**src/verilog/bbr_cfg.svh**
```systemverilog
`ifndef BBR_CFG_SVH
`define BBR_CFG_SVH
// ****************************************
// timing figures and field layout
// ****************************************
`define BBR_CLK_NS 50
`define BBR_AS_FLOAT_NS 30
`define BBR_STROBE_HIGH_NS 40
// cycles the other lines float before as* is let go; as* is never driven high on release
`define BBR_AS_FLOAT_CYC ((`BBR_AS_FLOAT_NS / `BBR_CLK_NS) < 1 ? 1 : (`BBR_AS_FLOAT_NS / `BBR_CLK_NS))
// strobes high at least this many cycles (strictly more than 40 ns, rounded up)
`define BBR_STROBE_HIGH_CYC ((`BBR_STROBE_HIGH_NS / `BBR_CLK_NS) + 1)
`define BBR_ADDR_W 31
`define BBR_AM_W 6
`define BBR_BYTE_W 8
`define BBR_SETUP_CYC 1
`define BBR_CNT_W 4
`define BBR_CNT_ONE 4'h1
`define BBR_CNT_ZERO 4'h0
`endif

```
**src/verilog/bbr_pkg.sv**
```systemverilog
`default_nettype none
package bbr_pkg;
  // ****************************************
  // types
  // ****************************************
  typedef logic [30:0] bbr_addr_t;
  typedef logic [5:0] bbr_am_t;
  typedef logic [7:0] bbr_byte_t;
  typedef enum logic [3:0]
  {
    BBR_M_IDLE = 4'b0000,
    BBR_M_WAIT_FREE = 4'b0001,
    BBR_M_QUIET = 4'b0010,
    BBR_M_ADDR = 4'b0011,
    BBR_M_ASLOW = 4'b0100,
    BBR_M_WAIT_ACK_FREE = 4'b0101,
    BBR_M_STROBE = 4'b0110,
    BBR_M_END = 4'b0111,
    BBR_M_AS_HIGH = 4'b1000,
    BBR_M_REL = 4'b1001
  } bbr_mst_state_t;
  typedef enum logic [2:0]
  {
    BBR_S_IDLE = 3'b000,
    BBR_S_DECODE = 3'b001,
    BBR_S_FETCH = 3'b010,
    BBR_S_ACK = 3'b011,
    BBR_S_ERR = 3'b100,
    BBR_S_RELDATA = 3'b101,
    BBR_S_WAIT_AS = 3'b110
  } bbr_slv_state_t;
endpackage
`default_nettype wire

```
**src/verilog/bbr_bus_if.sv**
```systemverilog
`timescale 1ns/1ps
`default_nettype none
// backplane lines; every driven line is out and in under an active-low output enable, one ctl_oe_n shared by the control lines
interface bbr_bus_if;
  import bbr_pkg::*;
  // address group, master driven
  logic [30:0] addr_o;
  logic addr_oe_n;
  logic [30:0] addr_i;
  logic [5:0] am_o;
  logic [5:0] am_i;
  logic iack_n_o;
  logic iack_n_i;
  logic lword_n_o;
  logic lword_n_i;
  logic write_n_o;
  logic write_n_i;
  // strobes, master driven
  logic as_n_o;
  logic as_n_oe_n;
  logic as_n_i;
  logic ds0_n_o;
  logic ds0_n_i;
  logic ds1_n_o;
  logic ds1_n_i;
  logic ctl_oe_n;
  // slave answer
  logic dtack_n_o;
  logic dtack_n_oe_n;
  logic dtack_n_i;
  logic berr_n_o;
  logic berr_n_oe_n;
  logic berr_n_i;
  logic [7:0] data_o;
  logic data_oe_n;
  logic [7:0] data_i;
  modport master (
    output addr_o, addr_oe_n, am_o, iack_n_o, lword_n_o, write_n_o,
    output as_n_o, as_n_oe_n, ds0_n_o, ds1_n_o, ctl_oe_n,
    input addr_i, as_n_i, dtack_n_i, berr_n_i, data_i
  );
  modport slave (
    input addr_i, am_i, iack_n_i, lword_n_i, write_n_i, as_n_i, ds0_n_i, ds1_n_i,
    output dtack_n_o, dtack_n_oe_n, berr_n_o, berr_n_oe_n, data_o, data_oe_n
  );
endinterface
`default_nettype wire

```
**src/verilog/bbr_master.sv**
```systemverilog
`timescale 1ns/1ps
`default_nettype none
`include "bbr_cfg.svh"
// Behaviour
// - report done only after as low
// - requester drops busy on early done
// - drive only after address free, as high
// - float all but as, then as high
// - as driven high floats within 30 ns
// - strobes stay high over 40 ns
// - may drive once as seen high
// - address, modifier, iack and lword high
// - as low after address setup
// - slave compares address on as fall
// - strobes never lead as at master
// - one answer acknowledges both strobes
// - write high before ds0 falls
// - dtack and berr high before strobe
// - ds0 alone reads odd byte on d0-7
// - slave answers only after strobe falls
// - dtack after data valid, held
// - on answer, raise strobes at once (here ds0 at once, as a cycle later, or at release on the last cycle)
// - slave latches data at dtack (here the master latches at dtack, the slave a cycle before)
// - slave floats data before dtack release
// - release address, raise ds0, as, float
module bbr_master
(
  // clock and reset
  input wire logic sys_clk,
  input wire logic rst,
  // bus side
  bbr_bus_if.master bus,
  // user side: grant from requester, read request and result
  input wire logic granted,
  input wire logic req_valid,
  input wire bbr_pkg::bbr_addr_t req_addr,
  input wire bbr_pkg::bbr_am_t req_am,
  input wire logic req_last,
  output logic busy,
  output logic done_early,
  output logic rsp_valid,
  output logic rsp_err,
  output bbr_pkg::bbr_byte_t rsp_data
);
  import bbr_pkg::*;

  // ****************************************
  // input synchronisers
  // ****************************************
  logic [2:0] as_sy;
  logic [2:0] dtack_sy;
  logic [2:0] berr_sy;
  logic [2:0] abus_sy;
  logic as_hi_reg;
  logic dtack_lo_reg;
  logic berr_lo_reg;
  logic abus_free_reg;

  // three stages; level changes once stages two and three agree; address free when all high
  always_ff @(posedge sys_clk or posedge rst)
  begin
    if (rst)
    begin
      as_sy <= 3'h7;
      dtack_sy <= 3'h7;
      berr_sy <= 3'h7;
      abus_sy <= 3'h7;
    end
    else
    begin
      as_sy <= {as_sy[1:0], bus.as_n_i};
      dtack_sy <= {dtack_sy[1:0], bus.dtack_n_i};
      berr_sy <= {berr_sy[1:0], bus.berr_n_i};
      abus_sy <= {abus_sy[1:0], &bus.addr_i};
    end
  end

  // filtered levels
  always_ff @(posedge sys_clk or posedge rst)
  begin
    if (rst)
    begin
      as_hi_reg <= 1'b1;
      dtack_lo_reg <= 1'b0;
      berr_lo_reg <= 1'b0;
      abus_free_reg <= 1'b1;
    end
    else
    begin
      if (as_sy[1] == as_sy[2]) as_hi_reg <= as_sy[2];
      if (dtack_sy[1] == dtack_sy[2]) dtack_lo_reg <= ~dtack_sy[2];
      if (berr_sy[1] == berr_sy[2]) berr_lo_reg <= ~berr_sy[2];
      if (abus_sy[1] == abus_sy[2]) abus_free_reg <= abus_sy[2];
    end
  end

  // ****************************************
  // sequencer
  // ****************************************
  bbr_mst_state_t state_reg;
  logic [`BBR_CNT_W-1:0] cnt_reg;
  logic last_reg;
  logic cnt_done;
  assign cnt_done = (cnt_reg == `BBR_CNT_ZERO);

  always_ff @(posedge sys_clk or posedge rst)
  begin
    if (rst)
    begin
      state_reg <= BBR_M_IDLE;
      cnt_reg <= `BBR_CNT_ZERO;
      last_reg <= 1'b0;
    end
    else
    begin
      if (!cnt_done) cnt_reg <= cnt_reg - `BBR_CNT_ONE;
      case (state_reg)
        BBR_M_IDLE:
          if (granted && req_valid)
          begin
            last_reg <= req_last;
            state_reg <= busy ? BBR_M_ADDR : BBR_M_WAIT_FREE;
          end
        // previous owner must have let go of address lines and as
        BBR_M_WAIT_FREE:
          if (as_hi_reg && abus_free_reg)
          begin
            state_reg <= BBR_M_QUIET;
            cnt_reg <= `BBR_CNT_W'(`BBR_STROBE_HIGH_CYC);
          end
        // strobes driven high long enough before first assertion
        BBR_M_QUIET:
          if (cnt_done)
          begin
            state_reg <= BBR_M_ADDR;
            cnt_reg <= `BBR_CNT_W'(`BBR_SETUP_CYC);
          end
        BBR_M_ADDR:
          if (cnt_done) state_reg <= BBR_M_ASLOW;
        BBR_M_ASLOW:
          state_reg <= BBR_M_WAIT_ACK_FREE;
        BBR_M_WAIT_ACK_FREE:
          if (!dtack_lo_reg && !berr_lo_reg) state_reg <= BBR_M_STROBE;
        BBR_M_STROBE:
          if (dtack_lo_reg || berr_lo_reg) state_reg <= BBR_M_END;
        // give up the bus after the final cycle or once grant is lost, else stay owner
        BBR_M_END:
          if (last_reg || !granted)
          begin
            state_reg <= BBR_M_AS_HIGH;
            cnt_reg <= `BBR_CNT_W'(`BBR_AS_FLOAT_CYC);
          end
          else
          begin
            state_reg <= BBR_M_IDLE;
          end
        BBR_M_AS_HIGH:
          if (cnt_done) state_reg <= BBR_M_REL;
        BBR_M_REL:
          state_reg <= BBR_M_IDLE;
        default:
          state_reg <= BBR_M_IDLE;
      endcase
    end
  end

  // ****************************************
  // bus drive
  // ****************************************
  logic [30:0] addr_reg;
  logic [5:0] am_reg;
  logic addr_oe_n_reg;
  logic ctl_oe_n_reg;
  logic as_oe_n_reg;
  logic as_n_reg;
  logic ds0_n_reg;

  // address, modifier and drivers
  always_ff @(posedge sys_clk or posedge rst)
  begin
    if (rst)
    begin
      addr_reg <= '0;
      am_reg <= '0;
      addr_oe_n_reg <= 1'b1;
      ctl_oe_n_reg <= 1'b1;
      as_oe_n_reg <= 1'b1;
    end
    else if (state_reg == BBR_M_IDLE && granted && req_valid)
    begin
      addr_reg <= req_addr;
      am_reg <= req_am;
      if (busy) addr_oe_n_reg <= 1'b0;
    end
    else if (state_reg == BBR_M_WAIT_FREE && as_hi_reg && abus_free_reg)
    begin
      addr_oe_n_reg <= 1'b0;
      ctl_oe_n_reg <= 1'b0;
      as_oe_n_reg <= 1'b0;
    end
    else if (state_reg == BBR_M_END)
    begin
      addr_oe_n_reg <= 1'b1;
      if (last_reg || !granted) ctl_oe_n_reg <= 1'b1;
    end
    else if (state_reg == BBR_M_REL)
    begin
      as_oe_n_reg <= 1'b1;
    end
  end

  // strobes: ds0 after as low; on release as floats to its pull-up, as 30 ns is under a clock
  always_ff @(posedge sys_clk or posedge rst)
  begin
    if (rst)
    begin
      as_n_reg <= 1'b1;
      ds0_n_reg <= 1'b1;
    end
    else
    begin
      if (state_reg == BBR_M_ASLOW) as_n_reg <= 1'b0;
      else if (state_reg == BBR_M_END && !last_reg && granted) as_n_reg <= 1'b1;
      else if (state_reg == BBR_M_REL) as_n_reg <= 1'b1;
      if (state_reg == BBR_M_WAIT_ACK_FREE && !dtack_lo_reg && !berr_lo_reg)
        ds0_n_reg <= 1'b0;
      else if (state_reg == BBR_M_STROBE && (dtack_lo_reg || berr_lo_reg))
        ds0_n_reg <= 1'b1;
    end
  end

  // ****************************************
  // user side
  // ****************************************
  always_ff @(posedge sys_clk or posedge rst)
  begin
    if (rst)
    begin
      busy <= 1'b0;
      done_early <= 1'b0;
      rsp_valid <= 1'b0;
      rsp_err <= 1'b0;
      rsp_data <= '0;
    end
    else
    begin
      // ownership held from first drive until as released
      if (state_reg == BBR_M_WAIT_FREE && as_hi_reg && abus_free_reg) busy <= 1'b1;
      else if (state_reg == BBR_M_REL) busy <= 1'b0;
      // early done pulse lets the requester drop bus busy during the last cycle
      done_early <= (state_reg == BBR_M_WAIT_ACK_FREE) && last_reg && (as_n_reg == 1'b0);
      rsp_valid <= (state_reg == BBR_M_STROBE) && (dtack_lo_reg || berr_lo_reg);
      if (state_reg == BBR_M_STROBE && (dtack_lo_reg || berr_lo_reg))
      begin
        rsp_err <= berr_lo_reg;
        rsp_data <= bus.data_i;
      end
    end
  end

  // fixed read-cycle fields; ds1 never asserted for an odd byte
  assign bus.addr_o = addr_reg;
  assign bus.addr_oe_n = addr_oe_n_reg;
  assign bus.am_o = am_reg;
  assign bus.iack_n_o = 1'b1;
  assign bus.lword_n_o = 1'b1;
  assign bus.write_n_o = 1'b1;
  assign bus.as_n_o = as_n_reg;
  assign bus.as_n_oe_n = as_oe_n_reg;
  assign bus.ds0_n_o = ds0_n_reg;
  assign bus.ds1_n_o = 1'b1;
  assign bus.ctl_oe_n = ctl_oe_n_reg;
endmodule // bbr_master
`default_nettype wire

```
**src/flat_wrapper.sv**
```systemverilog
// flat-port wrapper written by rule: the top's interface ports become plain ports
module bbr_master_flat import bbr_pkg::*;
  (sys_clk, rst, granted, req_valid, req_addr, req_am, req_last, busy, done_early, rsp_valid, rsp_err, rsp_data, bus_addr_o, bus_addr_oe_n, bus_am_o, bus_iack_n_o, bus_lword_n_o, bus_write_n_o, bus_as_n_o, bus_as_n_oe_n, bus_ds0_n_o, bus_ds1_n_o, bus_ctl_oe_n, bus_addr_i, bus_as_n_i, bus_dtack_n_i, bus_berr_n_i, bus_data_i);
  bbr_bus_if bus_i ();
  input wire logic sys_clk;
  input wire logic rst;
  input wire logic granted;
  input wire logic req_valid;
  input wire bbr_pkg::bbr_addr_t req_addr;
  input wire bbr_pkg::bbr_am_t req_am;
  input wire logic req_last;
  output logic busy;
  output logic done_early;
  output logic rsp_valid;
  output logic rsp_err;
  output bbr_pkg::bbr_byte_t rsp_data;
  output wire logic [$bits(bus_i.addr_o)-1:0] bus_addr_o;
  output wire logic [$bits(bus_i.addr_oe_n)-1:0] bus_addr_oe_n;
  output wire logic [$bits(bus_i.am_o)-1:0] bus_am_o;
  output wire logic [$bits(bus_i.iack_n_o)-1:0] bus_iack_n_o;
  output wire logic [$bits(bus_i.lword_n_o)-1:0] bus_lword_n_o;
  output wire logic [$bits(bus_i.write_n_o)-1:0] bus_write_n_o;
  output wire logic [$bits(bus_i.as_n_o)-1:0] bus_as_n_o;
  output wire logic [$bits(bus_i.as_n_oe_n)-1:0] bus_as_n_oe_n;
  output wire logic [$bits(bus_i.ds0_n_o)-1:0] bus_ds0_n_o;
  output wire logic [$bits(bus_i.ds1_n_o)-1:0] bus_ds1_n_o;
  output wire logic [$bits(bus_i.ctl_oe_n)-1:0] bus_ctl_oe_n;
  input wire logic [$bits(bus_i.addr_i)-1:0] bus_addr_i;
  input wire logic [$bits(bus_i.as_n_i)-1:0] bus_as_n_i;
  input wire logic [$bits(bus_i.dtack_n_i)-1:0] bus_dtack_n_i;
  input wire logic [$bits(bus_i.berr_n_i)-1:0] bus_berr_n_i;
  input wire logic [$bits(bus_i.data_i)-1:0] bus_data_i;
  assign bus_addr_o = bus_i.addr_o;
  assign bus_addr_oe_n = bus_i.addr_oe_n;
  assign bus_am_o = bus_i.am_o;
  assign bus_iack_n_o = bus_i.iack_n_o;
  assign bus_lword_n_o = bus_i.lword_n_o;
  assign bus_write_n_o = bus_i.write_n_o;
  assign bus_as_n_o = bus_i.as_n_o;
  assign bus_as_n_oe_n = bus_i.as_n_oe_n;
  assign bus_ds0_n_o = bus_i.ds0_n_o;
  assign bus_ds1_n_o = bus_i.ds1_n_o;
  assign bus_ctl_oe_n = bus_i.ctl_oe_n;
  assign bus_i.addr_i = bus_addr_i;
  assign bus_i.as_n_i = bus_as_n_i;
  assign bus_i.dtack_n_i = bus_dtack_n_i;
  assign bus_i.berr_n_i = bus_berr_n_i;
  assign bus_i.data_i = bus_data_i;
  bbr_master u_core (.sys_clk(sys_clk), .rst(rst), .bus(bus_i), .granted(granted), .req_valid(req_valid), .req_addr(req_addr), .req_am(req_am), .req_last(req_last), .busy(busy), .done_early(done_early), .rsp_valid(rsp_valid), .rsp_err(rsp_err), .rsp_data(rsp_data));
endmodule
```
**config.mk**
```make
export PLATFORM = sky130hd
export DESIGN_NAME = bbr_master_flat
export DESIGN_NICKNAME = d
export VERILOG_FILES = /design/src/verilog/bbr_pkg.sv /design/src/verilog/bbr_bus_if.sv /design/src/verilog/bbr_master.sv /design/src/flat_wrapper.sv
export VERILOG_INCLUDE_DIRS = /design/src /design/src/verilog
export SDC_FILE = /design/constraint.sdc
export NUM_CORES = 1
export LEC_CHECK = 0
export ABC_AREA = 0
export BUFFER_PORTS_ARGS = -buffer_cell sky130_fd_sc_hd__buf_2
export CORE_ASPECT_RATIO = 1.1
export CORE_UTILIZATION = 47
export CTS_CLUSTER_DIAMETER = 50
export DETAILED_ROUTE_END_ITERATION = 7
export PLACE_DENSITY = 0.77
export RECOVER_POWER = 25
export SLEW_MARGIN = 40
export SYNTH_ARGS = -nofsm -noshare
export SYNTH_HDL_FRONTEND = slang
export SYNTH_SLANG_ARGS = --single-unit
```
**constraint.sdc**
```tcl
create_clock -name sys_clk -period 3.1 [get_ports sys_clk]
set_clock_uncertainty 0.1 [all_clocks]
set_input_delay 0.62 -clock sys_clk [delete_from_list [all_inputs] [get_ports sys_clk]]
set_output_delay 0.62 -clock sys_clk [all_outputs]
set_load 0.03 [all_outputs]
```
==> key figures <==
Floorplan
  – Rows: 31
  – Starting Density: 49.1%
  – Die footprint: 7310 um2
  – Die Width: 81.6 um
  – Io pins: 142
  – Core footprint: 6670 um2
  – Chip height: 89.6 um

Synth
  – Post-synth ARST share: 100%
  – Mapped cell area: 3280 um2
  – Seq/Total Area, Yosys: about three fifths
  – Synth cell types: between 40 and 50
  – Seq cells post-synth: 79
  – Number of synthesized flops with an enable pin: 0
  – Top_reg_cell synth: dfrtp_1
  – Cells after Synth: 243
  – Syn avg cell area: 13.5 um2
  – Synth warnings: 0

Critical path
  – Critical path's largest stage delay: 520 ps
  – R2R Setup Slk: around 1100 ps
  – Reg2Reg Capture Point: u_core.bus.addr_o[20]$_DFFE_PP0P_
  – CP startpoint: u_core.state_reg[2]$_DFFE_PP0P_
  – Worst setup path endpoint: u_core.bus.addr_o[20]$_DFFE_PP0P_
  – Worst r2r src: u_core.state_reg[2]$_DFFE_PP0P_
  – Cell family with most CP delay: simple AND/OR/NAND/NOR gates
  – WP data arrival: 2150 ps
  – CP Launch Type: flop
  – Crit-path slowest cell: dfrtp_1
  – WP data required: roughly 3200 ps
  – CP endpoint kind: flop
  – Buf/Inv on CP: 1
  – Cells along the critical path: nor2_1 > nand4_1 > buf_4 > mux2_1
  – Kind of critical path: reg -> reg
  – Worst path depth: 4
  – Worst Path Max Fanout: 17
  – Path depth of the worst reg2reg path: 4

Status
  – Status: finished, violations left
  – Failing checks: capacitance limit, slew limit

Place
  – Dpl cell area: 4040 um2
  – Port bufs: 137
  – DPL Wire Length: 5.19 mm
  – Placer Congestion: about 0.92
  – Inst Count DP: between 400 and 500

Final layout
  – Max reg flops: 31
  – Area Growth Syn to Fin: 29.5%
  – Final #Nets: 471
  – Ratio of cells with drive above 1 in the final layout: 47.7%
  – Antenna diodes: 0
  – Final cell count without fillers: 472
  – Number of filler cells placed in the layout: 532
  – Final instance area: 4240 um2

Clock network
  – CTS max path bufs: 2
  – Num CTS Buffers: 9
  – Clk root buf: clkbuf_8
  – Post-CTS Setup Bufs: 0
  – Post-CTS sizing: 0
  – Clk sink count: 79
  – TritonCTS clock tree: yes
  – Clk_lat worst skew: 340 ps
  – Max H-tree Level: 3
  – CTS Hold Bufs: 0
  – Worst-path clk slew: about 80 ps

Drt
  – Final ANT Viol Nets: 0
  – Detailed-route via count: 2411
  – Via density: 5.11
  – Total Wirelength: 6.87 mm
  – Residual DRC count: 0
  – Drt initial violations: 139
  – Detailed-route wire length per cell: 14.6 um
  – DRT Pass-1 Iters: 4

Global route
  – Largest net degree at the start of global routing: 47
  – Vias in the first global route: 2411
  – First-pass GRT wire length: 11.5 mm
  – Initial antenna violation count: 0
  – Total gr overflow: 0
  – Total GRT Usage: 21.5%

Timing
  – Worst slew pin tran: 2020 ps
  – Fmax: 0.492 GHz
  – Slew Viols, Final: 46
  – Unrepaired setup endpoints after global routing: false
  – Slew HR: -35.3%
  – Fin crit share: 65.6%
  – Fin. Hold Viols: 0
  – Minimum clock period: 2030 ps
  – Final setup vio count: 0
  – TNS Setup: 0 ps

Flow run
  – Max Cap Violations: 1

Power
  – Peak VDD IR: ~600 uV
  – Power Total: 4.33 mW
  – Power density over cell area: 1020 nW/um2
  – Leak pwr: 2.08 nW

Hold path
  – Type of the most critical hold path: reg -> reg
==> per-layer routing <==
layer	GRT usage, %	up-vias	routed length, um
met1	25.6	1151	2690
met2	36.9	100	3680
li1	-	1148	-
met5	0	-	0
met4	9.73	0	134
met3	5.25	12	363
==> worst register-to-register path, cell delays in order, from the launching register on <==
cell and delay (ps):
dfrtp_1 520, nor2_1 230, nand4_1 360, buf_4 350, mux2_1 350
==> synth_stat cells (all sizes together), types with 2 or more instances <==
cell	count	area share, %
a21oi	5	0.76
buf	11	2.0
dfrtp	60	46
dfstp	19	15
ha	2	0.76
inv	10	1.1
maj3	2	0.61
mux2	46	17
nand2	13	1.5
nand2b	3	0.65
nand3	2	0.31
nand3b	3	0.69
nand4	8	1.5
nor2	12	1.5
nor2b	2	0.38
nor3	4	0.95
o211ai	5	1.1
o21ai	11	2.0
o31ai	2	0.46
or3	2	0.38
or4	2	0.46
==> power breakdown <==
part | total, mW | switching, mW | internal, mW
Clock | 0.755 | 0.362 | 0.393
Combinational | 1.88 | 1.18 | 0.701
Sequential | 1.69 | 0.272 | 1.42
==> logic make-up (layout without fill, tap and decap cells) <==
family,Yosys count,count (layout),share of synthesized area [%]
AOI/OAI and AO/OA,35,35,7.71
DFF,79,79,61.1
muxes,46,46,16.7
adders and majority gates,4,4,1.37
buffers and inverters,22,166,3.25
and+or+nand+nor,56,56,9.78
other,1,4,0.114
==> worst min path at each step <==
stage / start / endpoint / cells after the start
floorplan: u_core.abus_sy[0]$_DFF_PP1_ / u_core.abus_sy[1]$_DFF_PP1_ / 0
global placement: u_core.abus_sy[0]$_DFF_PP1_ / u_core.abus_sy[1]$_DFF_PP1_ / 0
finish: u_core.berr_sy[0]$_DFF_PP1_ / u_core.berr_sy[1]$_DFF_PP1_ / 0
CTS: u_core.berr_sy[0]$_DFF_PP1_ / u_core.berr_sy[1]$_DFF_PP1_ / 0
global route: bus_dtack_n_i / u_core.dtack_sy[0]$_DFF_PP1_ / 1
detailed placement: u_core.berr_sy[0]$_DFF_PP1_ / u_core.berr_sy[1]$_DFF_PP1_ / 0
==> per-stage QoR <==
step / util [%] / hold WS (ps) / setup slack [ps]
floorplan: - / 245 / 388
global placement: 60.6 / 246 / 1140
detailed placement: 60.6 / 247 / 1080
CTS: 63.6 / 258 / 1060
global route: 63.6 / 254 / 877
finish: 63.6 / 261 / 1070
==> cell usage in the layout (no fill, tap or decap), types with 4 or more instances in the layout <==
cell,Yosys,routed
dfstp_2,19,14
dfrtp_1,60,60
mux2_1,38,38
o211ai_1,5,5
clkbuf_8,0,10
buf_2,7,137
nand4_1,8,8
inv_1,8,7
mux2_4,8,8
a21oi_1,5,5
nand2_1,13,13
o21ai_0,9,9
nor2_1,11,11
dfstp_1,0,5
conb_1,1,4
==> area by class of cell <==
| cell class | instances | area, um2 | share of cell area, % |
|---|---|---|---|
| clock buffers | 11 | 141 | 3.33 |
| clock inverters | 5 | 57.6 | 1.36 |
| inverters | 10 | 38.8 | 0.914 |
| multi-input cells | 145 | 1180 | 27.8 |
| flip-flops and latches | 79 | 2000 | 47.2 |
| well taps | 82 | 103 | 2.42 |
| repair buffers | 140 | 721 | 17.0 |
Note: power is estimated with default switching activity, not from simulation.
